==> src/rtl/xd_pkg.sv <==
// package: opcodes, field positions, widths and constants of the extended decoder
package xd_pkg;
  // ---------------------------------------------------------------
  // widths
  // ---------------------------------------------------------------
  localparam int unsigned INSN_W = 16;
  localparam int unsigned DATA_W = 8;
  localparam int unsigned ADDR_W = 12;
  localparam int unsigned PC_W = 21;
  localparam int unsigned NPTR = 3;
  // ---------------------------------------------------------------
  // opcode patterns
  // ---------------------------------------------------------------
  localparam logic [5:0] OPC_XOR_FILE_HI = 6'h06;
  localparam logic [7:0] OPC_PTR_ADD = 8'hE8;
  localparam logic [7:0] OPC_PTR_SUB = 8'hE9;
  localparam logic [7:0] OPC_PUSH_LIT = 8'hEA;
  localparam logic [7:0] OPC_MOVE_IDX = 8'hEB;
  localparam logic [15:0] OPC_CALL_W = 16'h0014;
  localparam logic [3:0] OPC_SECOND_WORD = 4'hF;
  // ---------------------------------------------------------------
  // field positions
  // ---------------------------------------------------------------
  localparam int unsigned POS_DEST = 9;
  localparam int unsigned POS_ACCESS = 8;
  localparam int unsigned POS_PSEL = 6;
  localparam int unsigned POS_MOVE_KIND = 7;
  localparam logic [1:0] PSEL_FRAME_RET = 2'h3;
  localparam logic [1:0] FRAME_PTR_IDX = 2'h2;
  localparam logic [7:0] IDX_LIMIT = 8'h5F;
  localparam logic [PC_W-1:0] PC_STEP = 21'h000002;
  // ---------------------------------------------------------------
  // reset values
  // ---------------------------------------------------------------
  localparam logic [DATA_W-1:0] RST_WORK_REG = 8'h00;
  localparam logic [ADDR_W-1:0] RST_PTR = 12'h000;
  localparam logic [PC_W-1:0] RST_PC = 21'h000000;
  localparam logic [1:0] RST_FLAGS = 2'h0;
  // ---------------------------------------------------------------
  // quadrature phases
  // ---------------------------------------------------------------
  typedef enum logic [1:0] {Q1, Q2, Q3, Q4} xd_phase_t;
endpackage : xd_pkg
==> src/rtl/xd_phase_if.sv <==
// interface: phase timing shared between sequencer and core
`timescale 1ns/10ps
interface xd_phase_if;
  logic [1:0] phase;
  logic q4;
  modport gen (output phase, output q4);
  modport use_ph (input phase, input q4);
endinterface : xd_phase_if

==> src/rtl/xd_addr_mode.sv <==
// module: file address mode select for byte-oriented instructions
`timescale 1ns/10ps
module xd_addr_mode (
  // controls
  input wire logic ext_en,
  input wire logic access_sel,
  input wire logic [7:0] faddr,
  input wire logic [3:0] bank_select_register,
  input wire logic [11:0] frame_ptr,
  // result
  output logic [11:0] eff_addr,
  output logic indexed
);
  always_comb begin
    indexed = ext_en && !access_sel && (faddr <= xd_pkg::IDX_LIMIT);
    if (indexed) begin
      eff_addr = frame_ptr + {4'h0, faddr};
    end else if (access_sel) begin
      eff_addr = {bank_select_register, faddr};
    end else begin
      eff_addr = {faddr[7] ? 4'hF : 4'h0, faddr};
    end
  end
endmodule : xd_addr_mode

==> src/rtl/xd_ext_decoder.sv <==
// module: register-xor and extended instruction decode and execute
// What this block does
// - xor working register with file register; destination bit picks working or file
// - xor updates only negative and zero flags; one word, one cycle
// - access bit 0 picks access bank, 1 uses bank select register
// - extension on, access 0, address up to 95: indexed literal offset
// - extension off by default; enabled only by the enable configuration bit
// - eight extra instructions when enabled; none touches any status flag
// - pointer add and subtract: one cycle, two-bit select, six-bit literal
// - select 11: apply literal to frame pointer then return, two cycles
// - opcode 0014h is a two-cycle call with target low byte from working register
// - indexed-to-absolute move: two words, two cycles, twelve-bit destination
// - indexed-to-indexed move: two words, seven-bit destination offset, don't-cares ignored
// - literal push stores at frame pointer then decrements it, one cycle
// - only the return variants and the call via working register change program flow
// - literal is six-bit unsigned; select 0 to 2 names the pointers
// - return variant loads pc from stack top, second cycle is a no-op
// - call pushes pc plus 2, loads low from working, high and upper from latches
// - indexed source address is seven-bit offset plus frame pointer
`timescale 1ns/10ps
module xd_ext_decoder (
  // clock and reset
  input wire logic clock,
  input wire logic rst_n,
  // configuration
  input wire logic extended_set_enable_bit,
  // instruction fetch
  input wire logic [15:0] insn,
  input wire logic [20:0] pc_in,
  // register file
  output logic [11:0] rf_addr,
  output logic rf_rd,
  input wire logic [7:0] rf_rdata,
  output logic rf_we,
  output logic [11:0] rf_waddr,
  output logic [7:0] rf_wdata,
  // core state inputs
  input wire logic [3:0] bank_select_register,
  input wire logic [20:0] return_stack_top,
  input wire logic [7:0] pc_high_latch,
  input wire logic [4:0] pc_upper_latch,
  // core state outputs
  output logic [7:0] working_register,
  output logic [11:0] indirect_pointer_reg [3],
  output logic [1:0] nz_flags,
  output logic pc_load,
  output logic [20:0] pc_target,
  output logic stack_push,
  output logic [20:0] stack_push_data,
  output logic stack_pop,
  output logic second_cycle,
  output logic illegal_ext
);
  // ---------------------------------------------------------------
  // phase timing and configuration capture
  // ---------------------------------------------------------------
  xd_phase_if ph ();
  xd_phase_gen u_ph (
    .clock(clock),
    .rst_n(rst_n),
    .ph(ph.gen)
  );
  logic ext_en_s1_q;
  logic ext_en_q;
  // extension defaults to off until the config bit has passed the synchroniser
  always_ff @(posedge clock or negedge rst_n) begin
    if (!rst_n) begin
      ext_en_s1_q <= 1'b0;
      ext_en_q <= 1'b0;
    end else begin
      ext_en_s1_q <= extended_set_enable_bit;
      ext_en_q <= ext_en_s1_q;
    end
  end
  // ---------------------------------------------------------------
  // decode
  // ---------------------------------------------------------------
  typedef enum logic [2:0] {
    XD_NONE, XD_XOR, XD_PADD, XD_PSUB, XD_PUSH, XD_MOVE, XD_CALL_VIA_WORKING_REG
  } xd_op_t;
  typedef enum {S_FIRST, S_SECOND} xd_state_t;
  xd_state_t st_q, st_d;
  xd_op_t op;
  logic [15:0] ir_q, ir_d;
  logic [11:0] src_q, src_d;
  logic [7:0] tmp_q, tmp_d;
  logic ret_q, ret_d;
  always_comb begin
    op = XD_NONE;
    if (insn[15:10] == xd_pkg::OPC_XOR_FILE_HI) begin
      op = XD_XOR;
    end else if (ext_en_q) begin
      if (insn[15:8] == xd_pkg::OPC_PTR_ADD) begin
        op = XD_PADD;
      end else if (insn[15:8] == xd_pkg::OPC_PTR_SUB) begin
        op = XD_PSUB;
      end else if (insn[15:8] == xd_pkg::OPC_PUSH_LIT) begin
        op = XD_PUSH;
      end else if (insn[15:8] == xd_pkg::OPC_MOVE_IDX) begin
        op = XD_MOVE;
      end else if (insn == xd_pkg::OPC_CALL_W) begin
        op = XD_CALL_VIA_WORKING_REG;
      end
    end
  end
  logic [11:0] xor_addr;
  logic xor_indexed;
  xd_addr_mode u_am (
    .ext_en(ext_en_q),
    .access_sel(insn[xd_pkg::POS_ACCESS]),
    .faddr(insn[7:0]),
    .bank_select_register(bank_select_register),
    .frame_ptr(indirect_pointer_reg[xd_pkg::FRAME_PTR_IDX]),
    .eff_addr(xor_addr),
    .indexed(xor_indexed)
  );
  // ---------------------------------------------------------------
  // execute
  // ---------------------------------------------------------------
  logic [7:0] wk_q, wk_d;
  logic [11:0] ptr_q [3];
  logic [11:0] ptr_d [3];
  logic [1:0] nz_q, nz_d;
  logic [7:0] xres;
  logic [1:0] psel;
  logic [11:0] lit6;
  always_comb begin
    st_d = st_q;
    ir_d = ir_q;
    src_d = src_q;
    tmp_d = tmp_q;
    ret_d = ret_q;
    wk_d = wk_q;
    ptr_d = ptr_q;
    nz_d = nz_q;
    xres = wk_q ^ rf_rdata;
    psel = insn[7:6];
    lit6 = {6'h00, insn[5:0]};
    rf_addr = 12'h000;
    rf_rd = 1'b0;
    rf_we = 1'b0;
    rf_waddr = 12'h000;
    rf_wdata = 8'h00;
    pc_load = 1'b0;
    pc_target = xd_pkg::RST_PC;
    stack_push = 1'b0;
    stack_push_data = xd_pkg::RST_PC;
    stack_pop = 1'b0;
    illegal_ext = 1'b0;
    unique case (st_q)
      S_FIRST: begin
        if (op == XD_XOR) begin
          rf_addr = xor_addr;
          rf_rd = (ph.phase == 2'h1) || (ph.phase == 2'h2);
          if (ph.q4) begin
            if (insn[xd_pkg::POS_DEST]) begin
              rf_we = 1'b1;
              rf_waddr = xor_addr;
              rf_wdata = tmp_q;
            end else begin
              wk_d = tmp_q;
            end
            nz_d = {tmp_q[7], tmp_q == 8'h00};
          end
          if (ph.phase == 2'h2) begin
            tmp_d = xres;
          end
        end else if (ph.q4) begin
          unique case (op)
            XD_PADD, XD_PSUB: begin
              if (psel == xd_pkg::PSEL_FRAME_RET) begin
                ptr_d[xd_pkg::FRAME_PTR_IDX] = (op == XD_PADD) ?
                  ptr_q[xd_pkg::FRAME_PTR_IDX] + lit6 :
                  ptr_q[xd_pkg::FRAME_PTR_IDX] - lit6;
                pc_load = 1'b1;
                pc_target = return_stack_top;
                stack_pop = 1'b1;
                ret_d = 1'b1;
                st_d = S_SECOND;
              end else begin
                // no pc action here: flow is untouched
                ptr_d[psel] = (op == XD_PADD) ? ptr_q[psel] + lit6 :
                  ptr_q[psel] - lit6;
              end
            end
            XD_PUSH: begin
              rf_we = 1'b1;
              rf_waddr = ptr_q[xd_pkg::FRAME_PTR_IDX];
              rf_wdata = insn[7:0];
              ptr_d[xd_pkg::FRAME_PTR_IDX] = ptr_q[xd_pkg::FRAME_PTR_IDX] - 12'h001;
            end
            XD_MOVE: begin
              src_d = ptr_q[xd_pkg::FRAME_PTR_IDX] + {5'h00, insn[6:0]};
              ir_d = insn;
              st_d = S_SECOND;
            end
            XD_CALL_VIA_WORKING_REG: begin
              stack_push = 1'b1;
              stack_push_data = pc_in + xd_pkg::PC_STEP;
              pc_load = 1'b1;
              pc_target = {pc_upper_latch, pc_high_latch, wk_q};
              ret_d = 1'b0;
              st_d = S_SECOND;
            end
            default: begin
              illegal_ext = (insn[15:12] == 4'hE) && !ext_en_q;
            end
          endcase
        end
      end
      S_SECOND: begin
        if (ir_q[15:8] == xd_pkg::OPC_MOVE_IDX) begin
          rf_addr = src_q;
          rf_rd = (ph.phase == 2'h2) || (ph.phase == 2'h3);
          if (ph.phase == 2'h2) begin
            tmp_d = rf_rdata;
          end
          if (ph.q4) begin
            rf_we = (insn[15:12] == xd_pkg::OPC_SECOND_WORD);
            rf_waddr = ir_q[xd_pkg::POS_MOVE_KIND] ?
              ptr_q[xd_pkg::FRAME_PTR_IDX] + {5'h00, insn[6:0]} :
              insn[11:0];
            rf_wdata = tmp_q;
          end
        end
        if (ph.q4) begin
          ir_d = 16'h0000;
          st_d = S_FIRST;
        end
      end
    endcase
  end
  always_ff @(posedge clock or negedge rst_n) begin
    if (!rst_n) begin
      st_q <= S_FIRST;
      ir_q <= 16'h0000;
      src_q <= xd_pkg::RST_PTR;
      tmp_q <= 8'h00;
      ret_q <= 1'b0;
      wk_q <= xd_pkg::RST_WORK_REG;
      ptr_q <= '{default: xd_pkg::RST_PTR};
      nz_q <= xd_pkg::RST_FLAGS;
    end else begin
      st_q <= st_d;
      ir_q <= ir_d;
      src_q <= src_d;
      tmp_q <= tmp_d;
      ret_q <= ret_d;
      wk_q <= wk_d;
      ptr_q <= ptr_d;
      nz_q <= nz_d;
    end
  end
  assign working_register = wk_q;
  assign indirect_pointer_reg = ptr_q;
  assign nz_flags = nz_q;
  assign second_cycle = (st_q == S_SECOND);
endmodule : xd_ext_decoder

==> src/rtl/xd_phase_gen.sv <==
// module: four-phase instruction cycle sequencer
`timescale 1ns/10ps
module xd_phase_gen (
  // clock and reset
  input wire logic clock,
  input wire logic rst_n,
  // phase out
  xd_phase_if.gen ph
);
  logic [1:0] cnt_q;
  logic [1:0] cnt_d;
  always_comb begin
    cnt_d = cnt_q + 2'h1;
  end
  always_ff @(posedge clock or negedge rst_n) begin
    if (!rst_n) begin
      cnt_q <= 2'h0;
    end else begin
      cnt_q <= cnt_d;
    end
  end
  assign ph.phase = cnt_q;
  assign ph.q4 = (cnt_q == 2'h3);
endmodule : xd_phase_gen

==> config.mk <==
export PLATFORM = sky130hd
export DESIGN_NAME = xd_ext_decoder
export DESIGN_NICKNAME = d
export VERILOG_FILES = /design/src/rtl/xd_pkg.sv /design/src/rtl/xd_phase_if.sv /design/src/rtl/xd_addr_mode.sv /design/src/rtl/xd_ext_decoder.sv /design/src/rtl/xd_phase_gen.sv
export SDC_FILE = /design/constraint.sdc
export NUM_CORES = 1
export LEC_CHECK = 0
export ABC_AREA = 0
export BUFFER_PORTS_ARGS = -buffer_cell sky130_fd_sc_hd__buf_2
export CELL_PAD_IN_SITES_DETAIL_PLACEMENT = 0
export CELL_PAD_IN_SITES_GLOBAL_PLACEMENT = 1
export CORE_UTILIZATION = 39
export CTS_CLUSTER_SIZE = 25
export DETAILED_ROUTE_END_ITERATION = 16
export GPL_TIMING_DRIVEN = 0
export PLACE_DENSITY_LB_ADDON = 0.1
export SYNTH_ARGS = -nofsm -noshare
export SYNTH_HDL_FRONTEND = slang
export SYNTH_SLANG_ARGS = --single-unit
==> constraint.sdc <==
create_clock -name clock -period 4.36 [get_ports clock]
set_clock_uncertainty 0.2 [all_clocks]
set_input_delay 0.872 -clock clock [delete_from_list [all_inputs] [get_ports clock]]
set_output_delay 0.872 -clock clock [all_outputs]
set_load 0.005 [all_outputs]
==> results.json, run 1 <==
{
  "die_width_um": 137,
  "clk_pin_slew_ns": 0.07,
  "min_path_type": "reg -> reg",
  "dr_wl_met3_um": 1810,
  "maxSlewViolCount": 0,
  "max_freq_mhz": 237,
  "yosys.cell_types.count": 74,
  "syn_area_um2": 7140,
  "cts_tree": "built",
  "rsz0062_at_grt": "no",
  "crit_path_start_kind": "primary input",
  "synth-edff-count": 0,
  "clockBufferDepth": 2,
  "ir_worst_vdd_mv": 0.224,
  "synth.ff_latch_count": 80,
  "worst-path-max-fanout": 8,
  "grt_pass1_wl_um": 39100,
  "layout_worst_path_cycle_share_pct": 96.9,
  "place_hpwl_um": 20600,
  "yosys.area.top_type_share_pct": 28.0,
  "worst_pin_slew_ns": 0.848,
  "clk_latency_ns": 0.35,
  "area.growth.synth_to_final_pct": 23.8,
  "required_ns": 3.29,
  "outcome": "completed",
  "wl_um": 26300,
  "ys_warn_count": 0,
  "vias": 7511,
  "drc": 0,
  "fin_area_um2": 8840,
  "placed_area_um2": 8510,
  "drt-initial-drc-count": 681,
  "cts-root-buf": "clkbuf_16",
  "arrival_ns": 3.15,
  "setup_ws_ns": 0.134,
  "p_total_uw": 1920,
  "yosys.area.top_type": "dfrtp_1",
  "finalCriticalPeriod_ns": 4.23,
  "core_um2": 18000,
  "synth-main-ff-cell": "dfrtp_1",
  "io_pins": 213,
  "cp-end-kind": "output pin",
  "powerDensity_nw_per_um2": 217,
  "wl_met1_um": 11500,
  "setup_viol": 0,
  "wl_per_cell_um": 20.1,
  "worstSetupPathType": "in -> out",
  "die_area_um2": 18900,
  "numCtsBuffers": 9,
  "antenna-diode-count": 0,
  "synth_seq_area_share_pct": 28.0,
  "dp_slack_ns": -0.409,
  "route.met2.wl_um": 12500,
  "post-route-util_pct": 49.2,
  "vias_per_cell": 5.73,
  "synth_nets": 978,
  "synthCells": 854,
  "async_reset_ff_share_pct": 100,
  "place_congestion": 0.905,
  "htreeDepth": 3,
  "synthTopCellsByArea": "dfrtp_1, ha_1, o21ai_0, mux2_2, nand2_1",
  "first_pass_iters": 6,
  "antenna_found_initial": 0,
  "initial_core_util_pct": 39.8,
  "grt_usage_pct": 28.1,
  "syn_avg_cell_area_um2": 8.36,
  "synth_most_common_cell": "nand2_1",
  "cap_viol_max_count": 0,
  "synth_common_cells": "nand2_1, o21ai_0, dfrtp_1",
  "grt_max_degree": 63,
  "hold_viol_final": 0,
  "grt_pass1_vias": 6821,
  "nNetsFinal": 1201,
  "largest_register_ffs": 36,
  "ant_nets": 0,
  "whs_ns": 0.151,
  "top_layer_used": "met4",
  "p_leak_uw": 0.00433,
  "port-buffer-count": 211,
  "slew_headroom_pct": 43.4,
  "die_h_um": 137,
  "rows": 49,
  "cts.sink_count": 80,
  "grt.overflow.total": 0,
  "drive_gt1_share_pct": 28.6
}
-- timing repair --
action                                  in CTS  in global routing
endpoints found under the setup margin       3                 24
hold buffers                                 0                  0
gates resized for setup                      2                 12
setup buffers                                1                  0
pin swaps                                    1                  0
-- worst max-delay path, stage by stage --
cell and delay, ns:
buf_2 0.17, ha_1 0.31, fa_1 0.46, a211oi_2 0.24, o21ai_1 0.16, o211ai_1 0.20, buf_4 0.16, o21ai_0 0.08
a22oi_1 0.21, o22ai_1 0.11, buf_2 0.17
-- report_power, final --
group          leakage, uW  internal (uW)  switching [uW]
registers          0.00108            756            19.7
logic              0.00312            153             229
clock network     0.000136            421             337
total              0.00433           1330             586
-- metrics by stage --
stage	std cells	setup TNS [ns]
after CTS	1312	0
after global placement	1294	-2.50
after global routing	1311	0
after detailed placement	1295	-2.44
after floorplan	854	0
final	1311	0
-- cell type report --
cell class                      count  area [um2]
Timing Repair Buffer              213        1090
Tap cell                          229         287
Multi-Input combinational cell    707        4870
Clock buffer                       13         260
Sequential cell                    80        2000
Clock inverter                      3        25.0
Fill cell                        1879        9130
Buffer                             44         218
Inverter                           22        82.6
-- metal layers --
layer / vias to the layer above / GRT usage [%]
met2: 313 / 46.6
met4: 0 / 8.61
met5: - / 0
met3: 32 / 5.00
li1: 3587 / -
met1: 3579 / 37.0
-- cells by family (layout without fill, tap and decap cells) --
| group | Yosys count | count (layout) | share of synthesized area (%) |
|---|---|---|---|
| compound gates | 252 | 252 | 22.8 |
| xor+xnor | 62 | 62 | 7.60 |
| fa+ha+maj | 38 | 38 | 6.97 |
| buf+inv | 67 | 295 | 4.12 |
| flops | 80 | 80 | 28.0 |
| mux | 57 | 57 | 8.59 |
| simple gates | 298 | 298 | 21.9 |
-- path summary, 6_finish.rpt --
kind | endpoint | slack [ns] | cells past startpoint | start
max | rf_waddr[10] | 0.13 | 11 | insn[0]
min | ext_en_q | 0.15 | 0 | ext_en_s1_q
max reg2reg | indirect_pointer_reg[11] | 0.51 | 11 | ext_en_q
min reg2reg | ext_en_q | 0.15 | 0 | ext_en_s1_q
max in group asynchronous | indirect_pointer_reg[5] | 3.13 | 2 | rst_n
min in group asynchronous | src_q[3] | 0.19 | 1 | rst_n
-- cells in the final DEF (no fill, tap or decap), types with 27 or more instances in the layout --
master   count
buf_2      225
nand2_1     99
dfrtp_1     80
o21ai_0     79
nor2_1      57
a21oi_1     41
xnor2_1     39
ha_1        35
mux2_2      34
a22o_1      27
No activity file was read; power rests on OpenSTA's default activity.
==> run 2: changes to the inputs <==
--- a/config.mk
+++ b/config.mk
@@ -10,10 +10,11 @@
 export CELL_PAD_IN_SITES_DETAIL_PLACEMENT = 0
 export CELL_PAD_IN_SITES_GLOBAL_PLACEMENT = 1
 export CORE_UTILIZATION = 39
-export CTS_CLUSTER_SIZE = 25
+export CTS_CLUSTER_SIZE = 8
 export DETAILED_ROUTE_END_ITERATION = 16
 export GPL_TIMING_DRIVEN = 0
 export PLACE_DENSITY_LB_ADDON = 0.1
+export RECOVER_POWER = 100
 export SYNTH_ARGS = -nofsm -noshare
 export SYNTH_HDL_FRONTEND = slang
 export SYNTH_SLANG_ARGS = --single-unit
==> run 2 against run 1 <==
Effect of this change:
- the flow now finishes with violations (capacitance limit, slew limit)
- clock power is essentially flat
- critical path type unchanged
- register-to-register slack about the same
- largest cell class unchanged
- total power shrank 0.40%
==> results.json, run 2 (synthesis gave the netlist of run 1 again) <==
{
  "grt_pass1_vias": 6821,
  "port-buffer-count": 211,
  "r2r-start": "ext_en_q",
  "nNetsFinal": 1201,
  "rrSetupSlack_ns": 0.52,
  "worst_pin_slew_ns": 1.62,
  "drc": 0,
  "htreeDepth": 3,
  "p_seq_share_pct": 40.7,
  "wl_per_cell_um": 20.2,
  "p_leak_uw": 0.00393,
  "rr_endpoint": "indirect_pointer_reg[11]",
  "largest_register_ffs": 36,
  "hold_viol_final": 0,
  "rows": 49,
  "worst-path-max-fanout": 8,
  "layout_worst_path_cycle_share_pct": 97.3,
  "setup_ws_ns": 0.119,
  "hold_depth": 0,
  "grtUsageMet1_pct": 37.0,
  "sw_frac_of_total_pct": 30.6,
  "setup_viol": 0,
  "core_um2": 18000,
  "antenna_found_initial": 0,
  "ant_nets": 0,
  "min_to": "ext_en_q",
  "grt_max_degree": 63,
  "cts_tree": "built",
  "p_clk_share_pct": 39.6,
  "rsz0062_at_grt": "no",
  "multiInputGateArea_um2": 4850,
  "p_total_uw": 1910,
  "clk_latency_ns": 0.36,
  "initial_core_util_pct": 39.8,
  "required_ns": 3.29,
  "use_met3_pct": 5.00,
  "drive_gt1_share_pct": 19.5,
  "cts.sink_count": 80,
  "first_pass_iters": 5,
  "cp-end-kind": "output pin",
  "grt.overflow.total": 0,
  "busiest_layer": "met2",
  "crit_path_start_kind": "primary input",
  "vias": 7535,
  "wl_um": 26500,
  "finalCriticalPeriod_ns": 4.24,
  "clockBufferDepth": 2,
  "place_congestion": 0.905,
  "vias_per_cell": 5.75,
  "min_from": "ext_en_s1_q",
  "layout_commonest_cell": "buf_2",
  "final_cell_mix": "buf_2, clkbuf_1, nand2_1, o21ai_0, dfrtp_1",
  "numCtsBuffers": 9,
  "power.net_switching_uw": 583,
  "n_fill_cell": 1921,
  "dp_slack_ns": -0.409,
  "violations": "capacitance limit, slew limit",
  "area.sequential_um2": 2000,
  "place_hpwl_um": 20600,
  "arrival_ns": 3.17,
  "die_h_um": 137,
  "die_width_um": 137,
  "grt_use_met2_pct": 46.6,
  "r2r_cells": 11,
  "area.growth.synth_to_final_pct": 21.5,
  "die_area_um2": 18900,
  "drt-initial-drc-count": 587,
  "ir_worst_vdd_mv": 0.221,
  "slew_headroom_pct": -7.81,
  "grt_pass1_wl_um": 39100,
  "powerDensity_nw_per_um2": 220,
  "clk_pin_slew_ns": 0.06,
  "worstSetupPathType": "in -> out",
  "maxSlewViolCount": 63,
  "antenna-diode-count": 0,
  "intPower_uw": 1330,
  "min_path_type": "reg -> reg",
  "cts_hold_buf": 0,
  "outcome": "finished with violations",
  "grt_usage_pct": 28.1,
  "cap_viol_max_count": 1,
  "max_freq_mhz": 236,
  "cts-root-buf": "clkbuf_16",
  "combinationalPowerShare_pct": 19.8,
  "tns_ns": 0,
  "io_pins": 213
}
## run 2: final cells by class
class / count / share of cell area, %
timing repair buffer: 213 / 11.1
inverter: 22 / 0.952
buffer: 44 / 2.44
clock buffer: 13 / 3.00
clock inverter: 3 / 0.288
sequential: 80 / 23.1
multi-input combinational: 707 / 55.9
tap: 229 / 3.30
## run 2: routing by layer
layer,up-vias,part of all wire [%]
met2,343,48
met5,-,0
met4,0,1.8
met3,29,7.7
met1,3582,43
li1,3581,-
## run 2: timing repair
item	in CTS	in global routing
setup buffers	1	0
resized for setup	2	12
pin swaps	1	0
setup endpoints to repair	3	24
## run 2: metrics by stage
step	util, %	hold WS [ns]	cells	instance area (um2)
2_1_floorplan	-	0.131	854	7140
3_3_place_gp	47.2	0.138	1294	8480
3_5_place_dp	47.4	0.139	1295	8510
4_1_cts	49.0	0.153	1312	8810
5_1_grt	48.3	0.156	1311	8680
6_report	48.3	0.150	1311	8680
## run 2: how the worst max path moves through the flow
stage,from,endpoint,slack (ns),cells past startpoint
floorplan,insn[9],indirect_pointer_reg[11],0.32,11
global placement,insn[6],indirect_pointer_reg[11],-0.41,13
detailed placement,insn[6],indirect_pointer_reg[11],-0.41,13
CTS,insn[7],indirect_pointer_reg[11],0.01,13
global route,insn[3],pc_target[13],0.02,10
finish,insn[0],rf_waddr[4],0.12,10
## run 2: critical path: stages
cell,delay [ns]
buf_2,0.16
ha_1,0.31
fa_1,0.46
a21o_1,0.18
a21oi_1,0.17
xnor2_1,0.30
mux2_2,0.29
a22oi_1,0.09
o22ai_1,0.19
buf_2,0.15
## run 2: power by group through the flow
stage / Sequential, uW / Combinational (uW) / Clock, uW
after floorplan: 782 / 220 / 0
after global placement: 789 / 370 / 0
after detailed placement: 790 / 374 / 0
final: 776 / 377 / 756
after global routing: 778 / 415 / 799
after CTS: 775 / 377 / 765
==> run 3: changes to the inputs <==
--- a/config.mk
+++ b/config.mk
@@ -7,6 +7,7 @@
 export LEC_CHECK = 0
 export ABC_AREA = 0
 export BUFFER_PORTS_ARGS = -buffer_cell sky130_fd_sc_hd__buf_2
+export CAP_MARGIN = 0
 export CELL_PAD_IN_SITES_DETAIL_PLACEMENT = 0
 export CELL_PAD_IN_SITES_GLOBAL_PLACEMENT = 1
 export CORE_UTILIZATION = 39
==> constraint.sdc (replaced) <==
create_clock -name clock -period 4.1 [get_ports clock]
set_clock_uncertainty 0.2 [all_clocks]
set_input_delay 0.82 -clock clock [delete_from_list [all_inputs] [get_ports clock]]
set_output_delay 0.82 -clock clock [all_outputs]
set_load 0.005 [all_outputs]
==> run 3 against run 2 <==
Effect of this change:
- the flow still finishes with violations (capacitance limit, slew limit)
- first-iteration DRC count increased by 4.8%
- wire length fell by 0.18%
- critical path type unchanged
- cell count hardly changed
- global-route usage about the same
- largest cell class unchanged
- worst setup slack gained 0.0025 ns
- final area rose by 2.1%
- via count barely moved
==> results.json, run 3 (synthesis gave the netlist of run 1 again) <==
{
  "cap_viol_max_count": 1,
  "first_pass_iters": 5,
  "intPower_uw": 1420,
  "placed_area_um2": 8510,
  "clk_latency_ns": 0.36,
  "place_hpwl_um": 20600,
  "clockBufferDepth": 2,
  "core_um2": 18000,
  "drive_gt1_share_pct": 26.3,
  "fin_area_um2": 8860,
  "ir_worst_vdd_mv": 0.239,
  "nNetsFinal": 1202,
  "rows": 49,
  "clk_pin_slew_ns": 0.07,
  "htreeDepth": 3,
  "p_clk_share_pct": 39.5,
  "cts_hold_buf": 0,
  "largest_register_ffs": 36,
  "p_seq_share_pct": 40.4,
  "port-buffer-count": 211,
  "final_cell_mix": "buf_2, nand2_1, o21ai_0, dfrtp_1, clkbuf_1",
  "finalCriticalPeriod_ns": 3.98,
  "r2r_cells": 11,
  "vias_per_cell": 5.74,
  "sw_frac_of_total_pct": 30.7,
  "grt_pass1_wl_um": 39100,
  "arrival_ns": 2.96,
  "r2r-start": "ext_en_q",
  "drt-initial-drc-count": 615,
  "whs_ns": 0.151,
  "crit_path_start_kind": "primary input",
  "vias": 7534,
  "layout.cells.non_filler": 1312,
  "antenna_found_initial": 0,
  "slew_headroom_pct": -6.24,
  "required_ns": 3.08,
  "ant_nets": 0,
  "antenna-diode-count": 0,
  "layout_commonest_cell": "buf_2",
  "place_congestion": 0.905,
  "io_pins": 213,
  "initial_core_util_pct": 39.8,
  "p_leak_uw": 0.00418,
  "grt_max_degree": 63,
  "maxSlewViolCount": 63,
  "powerDensity_nw_per_um2": 231,
  "wl_per_cell_um": 20.2,
  "power.net_switching_uw": 627,
  "worst_pin_slew_ns": 1.59,
  "worstSetupPathType": "in -> out",
  "setup_viol": 0,
  "wl_um": 26400,
  "worst-path-max-fanout": 10,
  "die_area_um2": 18900,
  "rrSetupSlack_ns": 0.40,
  "numCtsBuffers": 9,
  "cts_tree": "built",
  "cts-root-buf": "clkbuf_16",
  "tns_ns": 0,
  "drc": 0,
  "outcome": "finished with violations",
  "violations": "capacitance limit, slew limit",
  "cts.sink_count": 80,
  "grt.overflow.total": 0,
  "min_path_type": "reg -> reg",
  "p_total_uw": 2040,
  "layout_worst_path_cycle_share_pct": 97.0,
  "cp-end-kind": "output pin",
  "die_h_um": 137,
  "min_to": "ext_en_q",
  "grt_usage_pct": 28.1,
  "max_freq_mhz": 251,
  "rr_endpoint": "indirect_pointer_reg[11]",
  "grt_pass1_vias": 6819,
  "die_width_um": 137,
  "place_inst": 1295,
  "combinationalPowerShare_pct": 20.1,
  "area.growth.synth_to_final_pct": 24.0,
  "min_from": "ext_en_s1_q",
  "hold_viol_final": 0,
  "hold_depth": 0
}
[run 3: cell types whose count changed in the layout (fill, tap and decap cells not counted), moves of 5 or more]
cell / before / now
clkbuf_1: 111 / 58
and2_1: 7 / 12
and2_0: 5 / 0
buf_2: 129 / 188
clkbuf_2: 10 / 3
[run 3: per-layer routing]
| metal | track usage [%] | routed length, um | up-vias |
|---|---|---|---|
| met5 | 0 | 0 | - |
| met4 | 8.61 | 518 | 0 |
| met3 | 5.00 | 1870 | 29 |
| met2 | 46.6 | 12600 | 310 |
| met1 | 37.1 | 11500 | 3606 |
| li1 | - | - | 3589 |
[run 3: what timing repair did]
item,CTS,global route
resized for setup,9,27
setup endpoints to repair,20,16
pin swaps,1,2
buffers inserted,1,1
[run 3: per-stage QoR]
step           setup slack, ns  util, %
5_1_grt                -0.0204     49.3
2_1_floorplan            0.116        -
4_1_cts                 0.0184     49.1
3_3_place_gp            -0.621     47.2
6_report                 0.121     49.3
3_5_place_dp            -0.617     47.4
[run 3: layout make-up]
class                   count  area, um2
flip-flops and latches     80       2000
fillers                  1886       9110
clock inverters             3       25.0
multi-input cells         707       4940
well taps                 229        287
repair buffers            214       1030
clock buffers              13        260
inverters                  22       86.3
plain buffers              44        225
[run 3: worst max-delay path by stage]
stage                  start                  endpoint  depth (start not counted)
finish              insn[15]               rf_waddr[0]                          8
CTS                  insn[0]               rf_waddr[6]                         10
detailed placement   insn[6]  indirect_pointer_reg[11]                         13
global route        insn[12]  indirect_pointer_reg[11]                         14
global placement     insn[6]  indirect_pointer_reg[11]                         13
floorplan            insn[9]  indirect_pointer_reg[11]                         11
[run 3: power groups by stage]
stage                     combinational [uW]  sequential [uW]  clock [uW]
final                                    412              826         806
after detailed placement                 398              840           0
after CTS                                404              825         814
after global routing                     453              827         851
after global placement                   393              839           0
after floorplan                          234              832           0
[run 3: critical path, cell delays in order]
cell and delay, ns:
clkbuf_1 0.10, nor4_2 0.55, nand3_4 0.22, or2_2 0.32, clkbuf_1 0.26, a21oi_1 0.33, a221o_1 0.23, buf_2 0.12
